`config.mk`:
```
export PLATFORM = sky130hd
export DESIGN_NAME = prs_seq
export DESIGN_NICKNAME = d
export VERILOG_FILES = /design/src/pata_rst_pkg.sv /design/src/prs_tick.sv /design/src/prs_sync.sv /design/src/prs_seq.sv
export VERILOG_INCLUDE_DIRS = /design/src
export SDC_FILE = /design/constraint.sdc
export NUM_CORES = 1
export LEC_CHECK = 0
export ABC_CLOCK_PERIOD_IN_PS = 2300
export BUFFER_PORTS_ARGS = -buffer_cell sky130_fd_sc_hd__buf_2
export CAP_MARGIN = 20
export CORE_ASPECT_RATIO = 0.5
export CORE_MARGIN = 3
export CORE_UTILIZATION = 57
export DETAILED_ROUTE_END_ITERATION = 6
export GPL_TIMING_DRIVEN = 0
export HOLD_SLACK_MARGIN = 0.02
export PLACE_DENSITY = 0.83
export SYNTH_ARGS = -nofsm -noshare
export SYNTH_HDL_FRONTEND = slang
export SYNTH_SLANG_ARGS = --single-unit
```
`constraint.sdc`:
```
create_clock -name ref_clk -period 2.3 [get_ports ref_clk]
set_input_delay 0.46 -clock ref_clk [delete_from_list [all_inputs] [get_ports ref_clk]]
set_output_delay 0.46 -clock ref_clk [all_outputs]
set_load 0.02 [all_outputs]
```
`src/pata_rst_cfg.svh`:
```
/*
 * Timing counts and bit positions for the reset sequencer.
 * Assumes ref_clk at 20 MHz (50 ns period).
 */
`ifndef PATA_RST_CFG_SVH
`define PATA_RST_CFG_SVH

// ==========================================================
// Clock
// ==========================================================
`define PRS_CLK_NS 50
// Ticks: one enable pulse per microsecond
`define PRS_US_NS 1000
`define PRS_US_DIV (`PRS_US_NS / `PRS_CLK_NS)

// ==========================================================
// Timing in microsecond ticks; release count PRS_REL_CYC in ref_clk cycles
// ==========================================================
`define PRS_DEV_CLR_MS 1
`define PRS_DEV_CLR_US (`PRS_DEV_CLR_MS * 1000)
`define PRS_DASP_MS 400
`define PRS_DASP_US (`PRS_DASP_MS * 1000)
`define PRS_DIAG1_S 30
`define PRS_DIAG1_US (`PRS_DIAG1_S * 1000000)
`define PRS_PDIAG_S 31
`define PRS_PDIAG_US (`PRS_PDIAG_S * 1000000)
`define PRS_REL_NS 400
`define PRS_REL_CYC (`PRS_REL_NS / `PRS_CLK_NS)

// ==========================================================
// Status and error bits
// ==========================================================
`define PRS_ST_BSY 7
`define PRS_ERR_D1FAIL 7
`define PRS_ST_NONPKT_CLR 8'h0D
`define PRS_ST_PKT_CLR 8'h7D
`define PRS_ERR_RST 8'h01
`define PRS_ST_RST 8'h00

`endif

```
`src/pata_rst_pkg.sv`:
```
/*
 * Types for the reset sequencer.
 * Assumes pata_rst_cfg.svh holds the numbers.
 */
package prs_pkg;
    typedef enum logic [3:0] {
        PRS_IDLE,
        PRS_HR_REL,
        PRS_HR_D0_WAIT,
        PRS_HR_D0_DASP,
        PRS_HR_D0_PDIAG,
        PRS_HR_D1_DASP,
        PRS_SR_HOLD,
        PRS_SR_D0_WAIT,
        PRS_SR_D0_PDIAG,
        PRS_SR_D1_REL,
        PRS_STATUS
    } prs_state_t;
endpackage

```
`src/prs_tick.sv`:
```
/*
 * Microsecond tick divider and elapsed-time counter.
 * Assumes one clock, synchronous reset; restart clears the count.
 */
`timescale 1ns/1ps
`include "pata_rst_cfg.svh"
module prs_tick #(
    parameter int DIV = `PRS_US_DIV
) (
    input wire logic ref_clk,
    input wire logic srst,
    input wire logic restart,
    output logic [25:0] elapsed_us
);
    logic [7:0] div_reg;
    wire tick = (div_reg == 8'(DIV - 1));

    // ==========================================================
    // Divider and elapsed counter
    // ==========================================================
    always_ff @(posedge ref_clk) begin
        if (srst || restart) begin
            div_reg <= 8'h00;
            elapsed_us <= 26'h000_0000;
        end else begin
            div_reg <= tick ? 8'h00 : div_reg + 8'h01;
            if (tick && elapsed_us != 26'h3FF_FFFF) begin
                elapsed_us <= elapsed_us + 26'h000_0001;
            end
        end
    end
endmodule

```
`src/prs_sync.sv`:
```
/*
 * Three-flop pin synchroniser; output changes when stages two and three agree.
 * Assumes an asynchronous input and a synchronous reset.
 */
`timescale 1ns/1ps
module prs_sync #(
    parameter logic INIT = 1'b1
) (
    input wire logic ref_clk,
    input wire logic srst,
    input wire logic pin,
    output logic level
);
    logic s1_reg, s2_reg, s3_reg;
    always_ff @(posedge ref_clk) begin
        if (srst) begin
            s1_reg <= INIT;
            s2_reg <= INIT;
            s3_reg <= INIT;
            level <= INIT;
        end else begin
            s1_reg <= pin;
            s2_reg <= s1_reg;
            s3_reg <= s2_reg;
            if (s2_reg == s3_reg) begin
                level <= s3_reg;
            end
        end
    end
endmodule

```
`src/prs_seq.sv`:
```
/*
 * Parallel ATA device reset sequencer: hardware reset tail and software reset.
 * Assumes the host keeps its own timing; diagnostics engine is outside and
 * reports through diag_done/diag_pass/diag_code.
 */
`timescale 1ns/1ps
`include "pata_rst_cfg.svh"
module prs_seq
    import prs_pkg::*;
(
    input wire logic ref_clk,
    input wire logic srst,
    input wire logic reset_n_pin,
    input wire logic is_dev1,
    input wire logic packet_dev,
    input wire logic srst_bit,
    input wire logic dev_reset_cmd,
    input wire logic dasp_n_in,
    input wire logic pdiag_n_in,
    input wire logic diag_done,
    input wire logic diag_pass,
    input wire logic [6:0] diag_code,
    input wire logic mode_saved,
    output logic bsy,
    output logic [7:0] status_clr,
    output logic [7:0] error_val,
    output logic error_load,
    output logic dev_bit_clr,
    output logic srst_bit_clr,
    output logic sig_load,
    output logic word93_set,
    output logic udma_disable,
    output logic defaults_revert,
    output logic modes_init,
    output logic mode_restore_saved,
    output logic mode_restore_default,
    output logic diag_start,
    output logic bus_release,
    output logic selected,
    output logic dev_reset_accept,
    output logic dasp_n_out,
    output logic dasp_n_oe,
    output logic pdiag_n_out,
    output logic pdiag_n_oe,
    output logic done
);
    prs_state_t state_reg, state_next;
    logic [25:0] elapsed_us;
    logic rst_n_s, rst_n_d_reg, srst_d_reg;
    logic dasp_n_s, pdiag_n_s;
    logic d1_seen_reg, d1_seen_next;
    logic err7_reg, err7_next;
    logic pdiag_drive_reg;
    logic sw_reg;
    logic [3:0] rel_cnt_reg;

    // ==========================================================
    // Pin synchronisers and timer
    // ==========================================================
    prs_sync #(.INIT(1'b1)) u_rst (.ref_clk(ref_clk), .srst(srst), .pin(reset_n_pin), .level(rst_n_s));
    prs_sync #(.INIT(1'b1)) u_dasp (.ref_clk(ref_clk), .srst(srst), .pin(dasp_n_in), .level(dasp_n_s));
    prs_sync #(.INIT(1'b1)) u_pdiag (.ref_clk(ref_clk), .srst(srst), .pin(pdiag_n_in), .level(pdiag_n_s));

    wire hw_in_reset = !rst_n_s;
    wire hw_release = rst_n_s && !rst_n_d_reg;
    wire srst_rise = srst_bit && !srst_d_reg;
    wire srst_fall = !srst_bit && srst_d_reg;
    wire timer_restart = hw_in_reset || hw_release || srst_bit || srst_fall;

    prs_tick u_tick (.ref_clk(ref_clk), .srst(srst), .restart(timer_restart), .elapsed_us(elapsed_us));

    wire t_1ms = (elapsed_us >= 26'(`PRS_DEV_CLR_US));
    wire t_31s = (elapsed_us >= 26'(`PRS_PDIAG_US));
    wire pdiag_seen = !pdiag_n_s;
    wire dasp_seen = !dasp_n_s;

    // ==========================================================
    // Sequence state machine
    // ==========================================================
    always_comb begin
        state_next = state_reg;
        d1_seen_next = d1_seen_reg;
        err7_next = err7_reg;
        case (state_reg)
            PRS_IDLE: begin
                if (srst_bit) begin
                    state_next = PRS_SR_HOLD;
                end
            end
            PRS_HR_REL: begin
                state_next = is_dev1 ? PRS_HR_D1_DASP : PRS_HR_D0_WAIT;
                d1_seen_next = 1'b0;
            end
            PRS_HR_D0_WAIT: begin
                if (t_1ms) begin
                    state_next = PRS_HR_D0_DASP;
                end
            end
            PRS_HR_D0_DASP: begin
                if (dasp_seen) begin
                    d1_seen_next = 1'b1;
                    state_next = PRS_HR_D0_PDIAG;
                end else if (t_31s) begin
                    err7_next = 1'b0;
                    state_next = PRS_STATUS;
                end
            end
            PRS_HR_D0_PDIAG, PRS_SR_D0_PDIAG: begin
                if (pdiag_seen) begin
                    err7_next = 1'b0;
                    state_next = PRS_STATUS;
                end else if (t_31s) begin
                    err7_next = 1'b1;
                    state_next = PRS_STATUS;
                end
            end
            PRS_HR_D1_DASP: begin
                state_next = PRS_STATUS;
            end
            PRS_SR_HOLD: begin
                if (!srst_bit) begin
                    if (is_dev1) begin
                        state_next = PRS_SR_D1_REL;
                    end else if (d1_seen_reg) begin
                        state_next = PRS_SR_D0_WAIT;
                    end else begin
                        err7_next = 1'b0;
                        state_next = PRS_STATUS;
                    end
                end
            end
            PRS_SR_D0_WAIT: begin
                if (t_1ms) begin
                    state_next = PRS_SR_D0_PDIAG;
                end
            end
            PRS_SR_D1_REL: begin
                state_next = PRS_STATUS;
            end
            PRS_STATUS: begin
                if (diag_done) begin
                    state_next = PRS_IDLE;
                end
            end
            default: begin
                state_next = PRS_IDLE;
            end
        endcase
        if (sw_reg && srst_rise && state_reg != PRS_IDLE) begin
            state_next = PRS_SR_HOLD;
        end
        if (hw_in_reset) begin
            state_next = PRS_HR_REL;
        end
    end

    // ==========================================================
    // State registers
    // ==========================================================
    always_ff @(posedge ref_clk) begin
        if (srst) begin
            state_reg <= PRS_HR_REL;
            d1_seen_reg <= 1'b0;
            err7_reg <= 1'b0;
            rst_n_d_reg <= 1'b1;
            srst_d_reg <= 1'b0;
            sw_reg <= 1'b0;
            rel_cnt_reg <= 4'h0;
        end else begin
            state_reg <= state_next;
            d1_seen_reg <= d1_seen_next;
            err7_reg <= err7_next;
            rst_n_d_reg <= rst_n_s;
            srst_d_reg <= srst_bit;
            if (state_next == PRS_HR_REL) begin
                sw_reg <= 1'b0;
            end else if (state_next == PRS_SR_HOLD) begin
                sw_reg <= 1'b1;
            end
            if (state_next != state_reg) begin
                rel_cnt_reg <= 4'h0;
            end else if (rel_cnt_reg != 4'(`PRS_REL_CYC)) begin
                rel_cnt_reg <= rel_cnt_reg + 4'h1;
            end
        end
    end

    // ==========================================================
    // PDIAG- drive for device 1
    // ==========================================================
    wire finish = (state_reg == PRS_STATUS) && diag_done;
    always_ff @(posedge ref_clk) begin
        if (srst) begin
            pdiag_drive_reg <= 1'b0;
        end else if (state_reg == PRS_HR_REL || state_reg == PRS_SR_HOLD || state_reg == PRS_SR_D1_REL) begin
            pdiag_drive_reg <= 1'b0;
        end else if (finish && is_dev1) begin
            pdiag_drive_reg <= diag_pass;
        end
    end

    // ==========================================================
    // Registered outputs
    // ==========================================================
    wire in_seq = (state_reg != PRS_IDLE);
    wire d1_hw = (state_reg == PRS_HR_D1_DASP);
    always_ff @(posedge ref_clk) begin
        if (srst) begin
            bsy <= 1'b1;
            status_clr <= 8'h00;
            error_val <= 8'h00;
            error_load <= 1'b0;
            sig_load <= 1'b0;
            word93_set <= 1'b0;
            srst_bit_clr <= 1'b0;
            modes_init <= 1'b0;
            mode_restore_saved <= 1'b0;
            mode_restore_default <= 1'b0;
            selected <= 1'b0;
            dasp_n_oe <= 1'b0;
            done <= 1'b0;
        end else begin
            bsy <= (state_next != PRS_IDLE);
            done <= finish;
            error_load <= finish;
            error_val <= {is_dev1 ? 1'b0 : err7_next, diag_code};
            sig_load <= finish;
            word93_set <= finish && !sw_reg;
            srst_bit_clr <= finish && !sw_reg;
            status_clr <= finish ? (packet_dev ? `PRS_ST_PKT_CLR : `PRS_ST_NONPKT_CLR) : 8'h00;
            modes_init <= finish && packet_dev;
            mode_restore_saved <= finish && packet_dev && mode_saved;
            mode_restore_default <= finish && packet_dev && !mode_saved;
            if (finish) begin
                selected <= !is_dev1;
            end
            if (hw_in_reset) begin
                dasp_n_oe <= 1'b0;
            end else if (d1_hw) begin
                dasp_n_oe <= 1'b1;
            end
        end
    end

    // ==========================================================
    // Combinational controls
    // ==========================================================
    assign dev_bit_clr = (state_reg == PRS_HR_REL) || (state_reg == PRS_SR_D0_WAIT)
        || (state_reg == PRS_SR_D1_REL) || d1_hw;
    assign udma_disable = (state_reg == PRS_HR_REL);
    assign defaults_revert = (state_reg == PRS_HR_REL) || (state_reg == PRS_SR_HOLD && !packet_dev);
    assign diag_start = (state_reg == PRS_HR_REL) || (state_reg == PRS_SR_HOLD && !packet_dev && srst_d_reg
        && rel_cnt_reg == 4'h0);
    assign bus_release = in_seq;
    assign dev_reset_accept = dev_reset_cmd && !in_seq;
    assign dasp_n_out = 1'b0;
    assign pdiag_n_out = 1'b0;
    assign pdiag_n_oe = pdiag_drive_reg;
endmodule

```
# After elaboration in Yosys (flattened, before gate mapping)
# Cells that the tools add are included.
# Widths: inputs -> output; s select.
[totals] ff_bits=84 out_inout_bits=36 input_bits=19
[op_classes] reduce_logical=51 muxes=25 eq_ne=20 addsub=3 bitwise=2 magnitude_cmp=2
[ops] cell="$mux 4" count=12
[ops] cell="$pmux 4 s9" count=1
[ops] cell="$add 26x1->26 const B" count=1
[ops] cell="$ge 26x10->1 const B" count=1
[ops] cell="$ge 26x25->1 const B" count=1
[ops] cell="$ne 26x26->1 const B" count=1
[ops] cell="$eq 4x3->1 const B" count=5
[ops] cell="$reduce_or 2->1" count=9
[ops] cell="$logic_and 1x1->1" count=16
[ops] cell="$eq 4x4->1 const B" count=3
[ops] cell="$logic_or 1x1->1" count=11
[ops] cell="$logic_not 1->1" count=9
[ops] cell="$add 8x1->8 const B" count=1
[ops] cell="$eq 4x1->1 const B" count=2
[ops] cell="$eq 4x2->1 const B" count=2
[ops] cell="$eq 8x5->1 const B" count=1
[ops] cell="$logic_not 4->1" count=2
[ops] cell="$mux 1" count=8
[ops] cell="$reduce_bool 4->1" count=2
[ops] cell="$mux 7" count=1
[ops] cell="$add 4x1->4 const B" count=1
[ops] cell="$ne 4x4->1" count=1
[ops] cell="$ne 4x4->1 const B" count=1
[ops] cell="$eq 1x1->1" count=3
[ops] cell="other kinds (7)" count=8

# Longest topological paths before layout
# Gate-level depths: netlist of run 1.
[depth] word_depth=8 ltp_mapped=9 depth_no_buf=8

# Cells and area by module
# A second synthesis of run 1 with hierarchy kept.
[hier_totals] hier_cells=454 area_unflattened_um2=3946.3
[by_module_without_submodules] mod="prs_seq" area_per_inst_um2=1963.1 cells_per_inst=231 seq_area_each_um2=640.6 instances=1
[by_module_without_submodules] mod="prs_tick" area_per_inst_um2=1637.8 cells_per_inst=193 seq_area_each_um2=680.7 instances=1
[by_module_without_submodules] mod="prs_sync" area_per_inst_um2=115.1 cells_per_inst=10 seq_area_each_um2=80.1 instances=3

# Worst setup path after synthesis of run 1
# No wires, ideal clock.
[synth_path] path_kind="register to register" from="register state_reg[1]" to="register sw_reg" arrival_ns=1.831 stages_incl_launch_ff=7 path_slack_ns=0.351 period_less_slack_ns=1.949 setup_ns=0.117 cell_sequence="dfxtp_1 > nor4_2 > mux2i_1 > o211ai_1 > a311o_1 > and2_1 > a32o_1"
[synth_between] elab_chain_len=7 elab_cells_between_ends=29 classes_between="12 x eq/ne; 11 x mux; 6 x reduce/logical"
[synth_rtl] element="start, declared" line_no="prs_seq.sv:47" rtl="prs_state_t state_reg, state_next;"
[synth_rtl] element="start signal, assigned" line_no="prs_seq.sv:170" rtl="state_reg <= state_next;"
[synth_rtl] element="$eq 4x3->1, or another cell as far along" line_no="prs_seq.sv:84" rtl="case (state_reg)"
[synth_rtl] element="$reduce_or 2->1 (no source line), or another cell as far along"
[synth_rtl] element="$pmux 4 s9" line_no="prs_seq.sv:84"
[synth_rtl] element="$mux 4 (*)" line_no="prs_seq.sv:149" rtl="if (sw_reg && srst_rise && state_reg != PRS_IDLE) begin"
[synth_rtl] element="$mux 4 (*)" line_no="prs_seq.sv:152" rtl="if (hw_in_reset) begin"
[synth_rtl] element="$eq 4x1->1" line_no="prs_seq.sv:175" rtl="if (state_next == PRS_HR_REL) begin"
[synth_rtl] element="$reduce_or 2->1 (no source line)"
[synth_rtl] element="end signal, assigned" line_no="prs_seq.sv:167" rtl="sw_reg <= 1'b0;"
[synth_rtl] element="end signal, assigned" line_no="prs_seq.sv:176" rtl="sw_reg <= 1'b0;"
[synth_rtl] element="end signal, assigned" line_no="prs_seq.sv:178" rtl="sw_reg <= 1'b1;"
[synth_rtl] element="end, declared" line_no="prs_seq.sv:54" rtl="logic sw_reg;"
# Every way passes the cells marked *; elsewhere a longest branch is shown, timed or not.
# A chain may end at the register's enable or synchronous reset.

# Worst setup path in the final report of run 1
[layout_path] from="register state_reg[2]" to="register sw_reg"
# The elaborated chain is that of the path after synthesis.

==> flow_metrics.env, run 1 <==
export IMPL_drv_slew=0
export IMPL_slowest_stage="nor4_4"
export IMPL_io_pins=55
export IMPL_place_area_mm2=0.00421
export IMPL_worstSetupStartpointType="flip-flop"
export IMPL_area_growth_pct=19.9
export IMPL_routedWlPerCell_um=14.1
export IMPL_regToRegSetupSlack_ps=100
export IMPL_maxCapViolations=0
export IMPL_whs_ps=285
export IMPL_total_power_mw=4.59
export IMPL_drc=0
export IMPL_rsz0062_at_grt="false"
export IMPL_vias=3352
export IMPL_grt_max_degree=14
export IMPL_cts_buffers=9
export IMPL_fp_dieH_um=64.1
export IMPL_reg2reg_to="sw_reg"
export IMPL_setup_viol=0
export IMPL_hold_violations=0
export IMPL_hold_path_class="in -> reg"
export IMPL_htree_levels=3
export IMPL_numClockSinks=78
export IMPL_endpoint="sw_reg"
export IMPL_viasPerCell=5.64
export IMPL_endpoint_kind="flip-flop"
export IMPL_diodes=0
export IMPL_ys_async_sr_fraction_pct=0
export IMPL_synth_distinct_cells=69
export IMPL_cts_tree="built"
export IMPL_worst_pin_slew_ps=596
export IMPL_max_freq_mhz=455
export IMPL_ant_nets=0
export IMPL_synth_area_leader_cell="dfxtp_1"
export IMPL_pre_cts_ws_ps=35.2
export IMPL_core_area_mm2=0.00631
export IMPL_drt_wl_total_um=8390
export IMPL_ctsHoldBuffers=0
export IMPL_worst_ep_arrival_time_ps=2430
export IMPL_largest_register_ffs=26
export IMPL_root_buffer="clkbuf_16"
export IMPL_rows=20
export IMPL_slowest_delay_ps=340
export IMPL_path_cells="clkbuf_2 > nor4_4 > mux2i_2 > o211ai_1 > a311o_1 > and2_1 > a32o_1"
export IMPL_reg2reg_from="state_reg[2]"
export IMPL_ys_seq_elements=78
export IMPL_grt_pass1_wl_um=14000
export IMPL_worstSetupPathType="reg -> reg"
export IMPL_ys_flop_type="dfxtp_1"
export IMPL_critPathLaunch="state_reg[2]"
export IMPL_final_period_utilization_pct=95.5
export IMPL_hpwl_um=6050
export IMPL_powerDensity_mw_per_mm2=995
export IMPL_syn_inst=437
export IMPL_design_area_mm2=0.00461
export IMPL_syn_avg_cell_area_um2=8.80
export IMPL_slew_headroom_pct=60.3
export IMPL_yosysWarnings=0
export IMPL_grt_pass1_vias=3061
export IMPL_clk_pin_slew_ps=60
export IMPL_drive_above_1_share_pct=23.7
export IMPL_clock_latency_ps=340
export IMPL_setup_ws_ps=103
export IMPL_yosysSeqAreaShare_pct=40.6
export IMPL_first_iter_violations=324
export IMPL_finalClockSkew_ps=5.16
export IMPL_antenna_found_initial=0
export IMPL_grt_usage_pct=22.6
export IMPL_fin_nets=525
export IMPL_outcome="finished clean"
export IMPL_post_route_min_period_ps=2200
export IMPL_vdd_drop_max_v=0.000548
export IMPL_gp_congestion=0.914
export IMPL_synthTopCellsByArea="dfxtp_1 41%, nor2_1 4.8%, xor2_1 4.6%"
export IMPL_drt_pre_antenna_iters=5
export IMPL_start_util_pct=61.0
export IMPL_leakagePower_nw=1.87
export IMPL_path_max_fanout=7
export IMPL_synth_edf_count=0
export IMPL_syn_area_mm2=0.00385
export IMPL_grt_overflow=0
export IMPL_finalSetupTns_ps=0
export IMPL_io_buffer_count=49
export IMPL_synth_top_area_share_pct=40.6
export IMPL_cts_buffer_depth=2
export IMPL_dieArea_mm2=0.00783
export IMPL_reg2reg_depth=7
export IMPL_required_ps=2530
export IMPL_die_w_um=122
==> synth_stat cells (6+ instances only) <==
library cell	instances
a21oi_1	15
and2_1	11
and3_1	9
buf_4	11
clkbuf_1	6
dfxtp_1	78
inv_1	13
nand2_1	19
nand2b_1	6
nand3_1	27
nand4_1	11
nor2_1	49
nor2b_1	21
nor3_1	10
nor4_1	9
o21ai_0	13
or2_2	10
xnor2_1	11
xor2_1	20
==> per-stage QoR <==
step | instances | utilization [%]
floorplan | 440 | -
global placement | 577 | 66.8
detailed placement | 577 | 66.8
CTS | 593 | 72.9
global route | 594 | 73.1
finish | 594 | 73.1
==> area by class of cell <==
| class | count | area (µm²) |
|---|---|---|
| plain buffers | 27 | 179 |
| clock buffers | 10 | 239 |
| clock inverters | 6 | 133 |
| fillers | 484 | 1690 |
| inverters | 15 | 56.3 |
| multi-input cells | 320 | 2080 |
| flip-flops and latches | 78 | 1560 |
| well taps | 88 | 110 |
| repair buffers | 50 | 253 |
==> timing repair <==
item / CTS / global route
resized for setup: 1 / 3
setup endpoints to repair: 3 / 6
setup buffers: 0 / 1
pin swaps: 0 / 4
cloned: 0 / 0
endpoints found under the hold margin: 0 / 0
==> cells by family after synthesis <==
family,count (synthesis),synth area share (%)
buf+inv,42,6.11
other cells,1,0.0975
mux,3,0.781
simple gates,208,30.4
flops,78,40.6
fa+ha+maj,5,1.63
xor+xnor,31,7.06
compound gates,69,13.4
==> per-layer routing <==
layer	part of all wire [%]	vias up	global-route usage [%]
li1	-	1654	-
met1	45	1551	27.7
met2	45	135	37.8
met3	8.4	12	7.96
met4	1.1	0	6.56
met5	0	-	0
==> power by group <==
group	switching [mW]	internal, mW	leakage, nW
logic	0.833	0.525	1.06
registers	0.0731	1.42	0.634
clock network	0.540	1.20	0.179
total	1.45	3.14	1.87
==> placed cells by master, fill, tap and decap left out, types with 5 or more instances in the layout <==
cell / n
xor2_1: 20
nor2_1: 49
and2_1: 11
clkbuf_16: 9
nand2b_1: 6
dfxtp_1: 78
nand2_1: 19
a21oi_1: 14
buf_2: 53
clkbuf_1: 6
inv_1: 13
or2_2: 10
nor4_1: 9
ha_1: 5
nor2b_1: 20
xnor2_1: 11
o21ai_0: 13
buf_4: 12
nor3_1: 10
nand4_1: 11
and3_1: 9
nand3_1: 27
==> critical path, delay by kind of cell, from the launching register on <==
kind | cells | cell delay, ps
compound gates | 3 | 800
simple gates | 2 | 520
mux | 1 | 310
flops | 1 | 300
buf+inv | 1 | 170
==> worst min-delay path by stage <==
| stage | from | slack, ps | cells after the start | to |
|---|---|---|---|---|
| 4_1_cts | mode_saved | 280 | 2 | mode_restore_default |
| 5_1_grt | mode_saved | 280 | 2 | mode_restore_default |
| 6_report | mode_saved | 280 | 2 | mode_restore_default |
| 2_1_floorplan | u_dasp.s1_reg | 390 | 1 | u_dasp.s2_reg |
| 3_3_place_gp | u_rst.s1_reg | 390 | 1 | u_rst.s2_reg |
| 3_5_place_dp | u_pdiag.s1_reg | 400 | 1 | u_pdiag.s2_reg |
Note: power is estimated with default switching activity, not from simulation.
==> inputs of run 2 (changes only) <==
--- a/config.mk
+++ b/config.mk
@@ -11,11 +11,10 @@
 export CAP_MARGIN = 20
 export CORE_ASPECT_RATIO = 0.5
 export CORE_MARGIN = 3
-export CORE_UTILIZATION = 57
+export CORE_UTILIZATION = 30
 export DETAILED_ROUTE_END_ITERATION = 6
 export GPL_TIMING_DRIVEN = 0
-export HOLD_SLACK_MARGIN = 0.02
-export PLACE_DENSITY = 0.83
+export PLACE_DENSITY = 0.51
 export SYNTH_ARGS = -nofsm -noshare
 export SYNTH_HDL_FRONTEND = slang
 export SYNTH_SLANG_ARGS = --single-unit
==> flow_metrics.env, run 2 (same netlist as run 1, synthesis figures left out) <==
export IMPL_outcome="finished clean"
export IMPL_max_freq_mhz=466
export IMPL_most_common_layout_cells="78 x dfxtp_1, 53 x buf_2, 49 x nor2_1, 27 x nand3_1"
export IMPL_rows=28
export IMPL_hpwl_um=6490
export IMPL_io_pins=55
export IMPL_io_buffer_count=49
export IMPL_numClockSinks=78
export IMPL_hold_path_class="in -> reg"
export IMPL_routedWlPerCell_um=13.2
export IMPL_dieArea_mm2=0.0143
export IMPL_reg2reg_depth=6
export IMPL_slowest_delay_ps=400
export IMPL_die_w_um=166
export IMPL_cts_tree="built"
export IMPL_endpoint_kind="flip-flop"
export IMPL_maxCapViolations=0
export IMPL_grt_max_degree=13
export IMPL_vias=3234
export IMPL_slew_headroom_pct=53.5
export IMPL_gp_congestion=0.810
export IMPL_cts_buffer_depth=2
export IMPL_hold_violations=0
export IMPL_min_from="mode_saved"
export IMPL_worstSetupPathType="reg -> reg"
export IMPL_required_ps=2530
export IMPL_worstSetupStartpointType="flip-flop"
export IMPL_drive_above_1_share_pct=23.4
export IMPL_viasPerCell=4.83
export IMPL_powerDensity_mw_per_mm2=920
export IMPL_post_route_min_period_ps=2140
export IMPL_grt_overflow=0
export IMPL_fin_cells=670
export IMPL_grt_pass1_wl_um=15300
export IMPL_cts_buffers=9
export IMPL_clk_pin_slew_ps=60
export IMPL_drt_wl_total_um=8830
export IMPL_layout_commonest_cell="dfxtp_1"
export IMPL_reg2reg_from="state_reg[2]"
export IMPL_hold_path_end="mode_restore_default"
export IMPL_start_util_pct=31.6
export IMPL_design_area_mm2=0.00464
export IMPL_dp_cells=654
export IMPL_final_period_utilization_pct=93.2
export IMPL_core_area_mm2=0.0122
export IMPL_first_iter_violations=158
export IMPL_regToRegSetupSlack_ps=160
export IMPL_worst_pin_slew_ps=691
export IMPL_drc=0
export IMPL_area_growth_pct=20.7
export IMPL_ctsHoldBuffers=0
export IMPL_path_cells="nor4_4 > mux2i_1 > o211ai_1 > a311o_1 > and2_1 > a32o_1"
export IMPL_setup_viol=0
export IMPL_grt_usage_pct=13.0
export IMPL_vdd_drop_max_v=0.000427
export IMPL_reg2reg_to="sw_reg"
export IMPL_antenna_found_initial=0
export IMPL_leakagePower_nw=1.83
export IMPL_min_path_cells=2
export IMPL_fp_dieH_um=86.1
export IMPL_place_area_mm2=0.00431
export IMPL_slowest_stage="dfxtp_1"
export IMPL_ant_nets=0
export IMPL_clock_latency_ps=330
export IMPL_largest_register_ffs=26
export IMPL_htree_levels=3
export IMPL_drv_slew=0
export IMPL_worst_ep_arrival_time_ps=2370
export IMPL_path_max_fanout=7
export IMPL_diodes=0
export IMPL_grt_pass1_vias=3089
export IMPL_rsz0062_at_grt="false"
export IMPL_root_buffer="clkbuf_16"
export IMPL_finalClockSkew_ps=7.35
export IMPL_drt_pre_antenna_iters=4
export IMPL_fin_nets=524
[run 2: metal layers]
metal	share of wire [%]	vias up	track usage (%)	wire (µm)
met5	0	-	0	0
met4	1.3	0	4.30	114
met3	5.6	14	3.41	499
met2	43	89	20.4	3820
met1	50	1485	17.4	4410
li1	-	1646	-	-
[run 2: worst max-delay path by stage]
stage | startpoint | endpoint | slack (ps) | depth (start not counted)
6_report | state_reg[2] | sw_reg | 160 | 6
3_5_place_dp | state_reg[1] | sw_reg | 20 | 6
4_1_cts | state_reg[1] | sw_reg | 70 | 6
5_1_grt | state_reg[0] | rel_cnt_reg[3] | 20 | 8
2_1_floorplan | state_reg[1] | sw_reg | 350 | 6
3_3_place_gp | state_reg[1] | sw_reg | -40 | 6
[run 2: metrics by stage]
stage	setup TNS [ps]	worst slack (ps)	power, mW	hold WS [ps]	utilization [%]
2_1_floorplan	0	351	2.47	389	-
3_3_place_gp	-47.2	-41.3	2.83	391	35.5
3_5_place_dp	0	16.6	2.82	393	35.5
4_1_cts	0	66.2	4.28	276	38.0
5_1_grt	0	22.2	4.52	300	38.2
6_report	0	156	4.27	285	38.2
[run 2: report_power, final]
group / internal [mW] / switching [mW]
clock network: 0.898 / 0.532
logic: 0.519 / 0.813
registers: 1.42 / 0.0885
[run 2: layout make-up]
class,count,area [µm²]
plain buffers,26,174
fillers,1243,7510
flip-flops and latches,78,1560
clock inverters,3,42.5
clock buffers,13,260
well taps,165,206
repair buffers,50,253
multi-input cells,320,2090
inverters,15,56.3
[run 2: repair_timing]
| action | CTS | global route |
|---|---|---|
| endpoints found under the setup margin | 1 | 6 |
| gates cloned | 0 | 0 |
| gates resized for setup | 1 | 4 |
| pin swaps | 0 | 4 |
| setup buffers | 0 | 1 |
[run 2: critical path, delay by kind of cell (launching register included)]
kind / cells / cell delay, ps
mux: 1 / 300
compound gates: 3 / 800
flops: 1 / 400
simple gates: 2 / 540
==> inputs of run 3 (changes only) <==
--- a/config.mk
+++ b/config.mk
@@ -10,11 +10,11 @@
 export BUFFER_PORTS_ARGS = -buffer_cell sky130_fd_sc_hd__buf_2
 export CAP_MARGIN = 20
 export CORE_ASPECT_RATIO = 0.5
-export CORE_MARGIN = 3
 export CORE_UTILIZATION = 30
 export DETAILED_ROUTE_END_ITERATION = 6
 export GPL_TIMING_DRIVEN = 0
 export PLACE_DENSITY = 0.51
 export SYNTH_ARGS = -nofsm -noshare
 export SYNTH_HDL_FRONTEND = slang
+export SYNTH_HIERARCHICAL = 1
 export SYNTH_SLANG_ARGS = --single-unit
==> constraint.sdc (replaced) <==
create_clock -name ref_clk -period 2.3 [get_ports ref_clk]
set_input_delay 0.46 -clock ref_clk [delete_from_list [all_inputs] [get_ports ref_clk]]
set_output_delay 0.46 -clock ref_clk [all_outputs]
set_load 0.05 [all_outputs]
==> flow_metrics.env, run 3 <==
export IMPL_clock_latency_ps=340
export IMPL_grt_pass1_vias=3320
export IMPL_p_switching_mw=1.63
export IMPL_layout_commonest_cell="dfxtp_1"
export IMPL_maxCapViolations=0
export IMPL_comb_power_share_pct=35.1
export IMPL_grt_usage_pct=15.5
export IMPL_synthTopCellsByArea="dfxtp_1 40%, nor2_1 4.3%, a21oi_1 3.4%"
export IMPL_powerDensity_mw_per_mm2=915
export IMPL_largest_register_ffs=26
export IMPL_htree_levels=3
export IMPL_io_pins=55
export IMPL_setup_ws_ps=24.2
export IMPL_cts_buffers=9
export IMPL_route_met2_wl_um=4670
export IMPL_pre_cts_ws_ps=-146
export IMPL_synth_top_area_share_pct=39.6
export IMPL_slew_headroom_pct=55.2
export IMPL_start_util_pct=31.0
export IMPL_synth_most_common_cell="dfxtp_1"
export IMPL_pwr_share_seq_pct=32.3
export IMPL_antenna_found_initial=0
export IMPL_drt_wl_total_um=10200
export IMPL_hold_violations=0
export IMPL_cts_buffer_depth=2
export IMPL_fin_nets=549
export IMPL_root_buffer="clkbuf_16"
export IMPL_drv_slew=0
export IMPL_drive_above_1_share_pct=25.8
export IMPL_synth_edf_count=0
export IMPL_synth_area_leader_cell="dfxtp_1"
export IMPL_clk_pin_slew_ps=60
export IMPL_vdd_drop_max_v=0.000694
export IMPL_worstSetupPathType="reg -> reg"
export IMPL_fp_dieH_um=83.1
export IMPL_grt_pass1_wl_um=16800
export IMPL_io_buffer_count=50
export IMPL_outcome="finished clean"
export IMPL_ys_async_sr_fraction_pct=0
export IMPL_first_iter_violations=186
export IMPL_ctsHoldBuffers=0
export IMPL_wl_met3_um=537
export IMPL_post_route_min_period_ps=2280
export IMPL_path_max_fanout=4
export IMPL_met1_length_um=4850
export IMPL_worstSetupStartpointType="flip-flop"
export IMPL_ant_nets=0
export IMPL_numClockSinks=78
export IMPL_yosysSeqAreaShare_pct=39.6
export IMPL_yosysWarnings=6
export IMPL_worst_pin_slew_ps=666
export IMPL_setup_viol=0
export IMPL_endpoint_kind="flip-flop"
export IMPL_final_period_utilization_pct=98.9
export IMPL_routedWlPerCell_um=14.6
export IMPL_rows=29
export IMPL_rsz0062_at_grt="true"
export IMPL_vias=3635
export IMPL_syn_avg_cell_area_um2=8.69
export IMPL_area_growth_pct=26.0
export IMPL_most_common_layout_cells="70 x dfxtp_1, 50 x buf_2, 44 x nor2_1, 32 x nand2_1, 25 x a21oi_1"
export IMPL_syn_area_mm2=0.00395
export IMPL_fin_util_pct=39.0
export IMPL_viasPerCell=5.19
export IMPL_internal_power_mw=2.92
export IMPL_grt_max_degree=26
export IMPL_syn_inst=454
export IMPL_leakagePower_nw=1.90
export IMPL_drc=0
export IMPL_max_freq_mhz=439
export IMPL_grt_overflow=0
export IMPL_gp_congestion=0.894
export IMPL_cts_tree="built"
export IMPL_core_area_mm2=0.0127
export IMPL_finalClockSkew_ps=8.76
export IMPL_dieArea_mm2=0.0136
export IMPL_required_ps=2570
export IMPL_synth_distinct_cells=77
export IMPL_hold_path_class="in -> reg"
export IMPL_die_w_um=164
export IMPL_finalSetupTns_ps=0
export IMPL_synthTopCellsByCount="78 x dfxtp_1, 45 x nor2_1, 32 x nand2_1"
export IMPL_hpwl_um=7090
export IMPL_worst_ep_arrival_time_ps=2550
export IMPL_ys_flop_type="dfxtp_1"
export IMPL_ys_seq_elements=78
export IMPL_topRoutingLayerUsed="met4"
export IMPL_drt_pre_antenna_iters=5
export IMPL_diodes=0
export IMPL_swShare_pct=35.9
export IMPL_clkPwrFrac_pct=32.6
## run 3: cells by family (layout without fill, tap and decap cells)
family | after synthesis | in the layout | share of synthesized area, %
flip-flops | 78 | 78 | 39.6
XOR/XNOR | 16 | 16 | 3.55
adder cells (fa/ha/maj) | 4 | 4 | 1.27
buffers and inverters | 38 | 111 | 5.20
AO/OA/AOI/OAI | 101 | 101 | 18.1
AND/OR/NAND/NOR | 212 | 212 | 31.2
multiplexers | 4 | 4 | 1.01
other | 1 | 4 | 0.0950
## run 3: timing repair
item,4_1_cts,5_1_grt
endpoints found under the setup margin,23,33
setup buffers,2,7
pin swaps,5,4
resized for setup,10,30
## run 3: final cells by class
type / instances / area (µm²)
Multi-Input combinational cell: 341 / 2350
Tap cell: 170 / 213
Clock buffer: 11 / 233
Fill cell: 1311 / 7760
Sequential cell: 78 / 1570
Timing Repair Buffer: 59 / 320
Buffer: 22 / 149
Inverter: 15 / 56.3
Clock inverter: 4 / 72.6
## run 3: power by group through the flow
stage                     Combinational [mW]  Clock [mW]  Sequential [mW]
after floorplan                         1.04           0             1.54
after global routing                    1.73        1.59             1.48
final                                   1.60        1.48             1.47
after CTS                               1.48        1.52             1.47
after detailed placement                1.42           0             1.50
after global placement                  1.43           0             1.50
## run 3: worst max-delay path, stage by stage (launching register included)
cell	delay [ps]
dfxtp_2	330
or3_4	390
or4_4	450
or3_4	410
or4_4	490
a21oi_2	140
## run 3: final timing paths
path,startpoint,endpoint,slack [ps],depth (start not counted)
setup / recovery,u_tick/div_reg[3],u_tick/elapsed_us[22],20,5
hold / removal,mode_saved,mode_restore_default,290,2
setup reg to reg,u_tick/div_reg[3],u_tick/elapsed_us[22],20,5
hold reg to reg,u_rst/s1_reg,u_rst/s2_reg,400,1
## run 3: routing by layer
metal / GRT usage (%) / vias to the layer above
met2: 24.3 / 110
met5: 0 / -
li1: - / 1796
met3: 3.95 / 14
met1: 20.6 / 1715
met4: 5.64 / 0
## run 3: per-stage QoR
stage / hold slack (ps) / instance area [µm²] / cells / power [mW]
5_1_grt: 286 / 4970 / 700 / 4.80
4_1_cts: 284 / 4800 / 694 / 4.47
6_report: 293 / 4970 / 700 / 4.55
3_3_place_gp: 388 / 4430 / 677 / 2.93
3_5_place_dp: 393 / 4430 / 677 / 2.92
2_1_floorplan: 383 / 3960 / 457 / 2.58
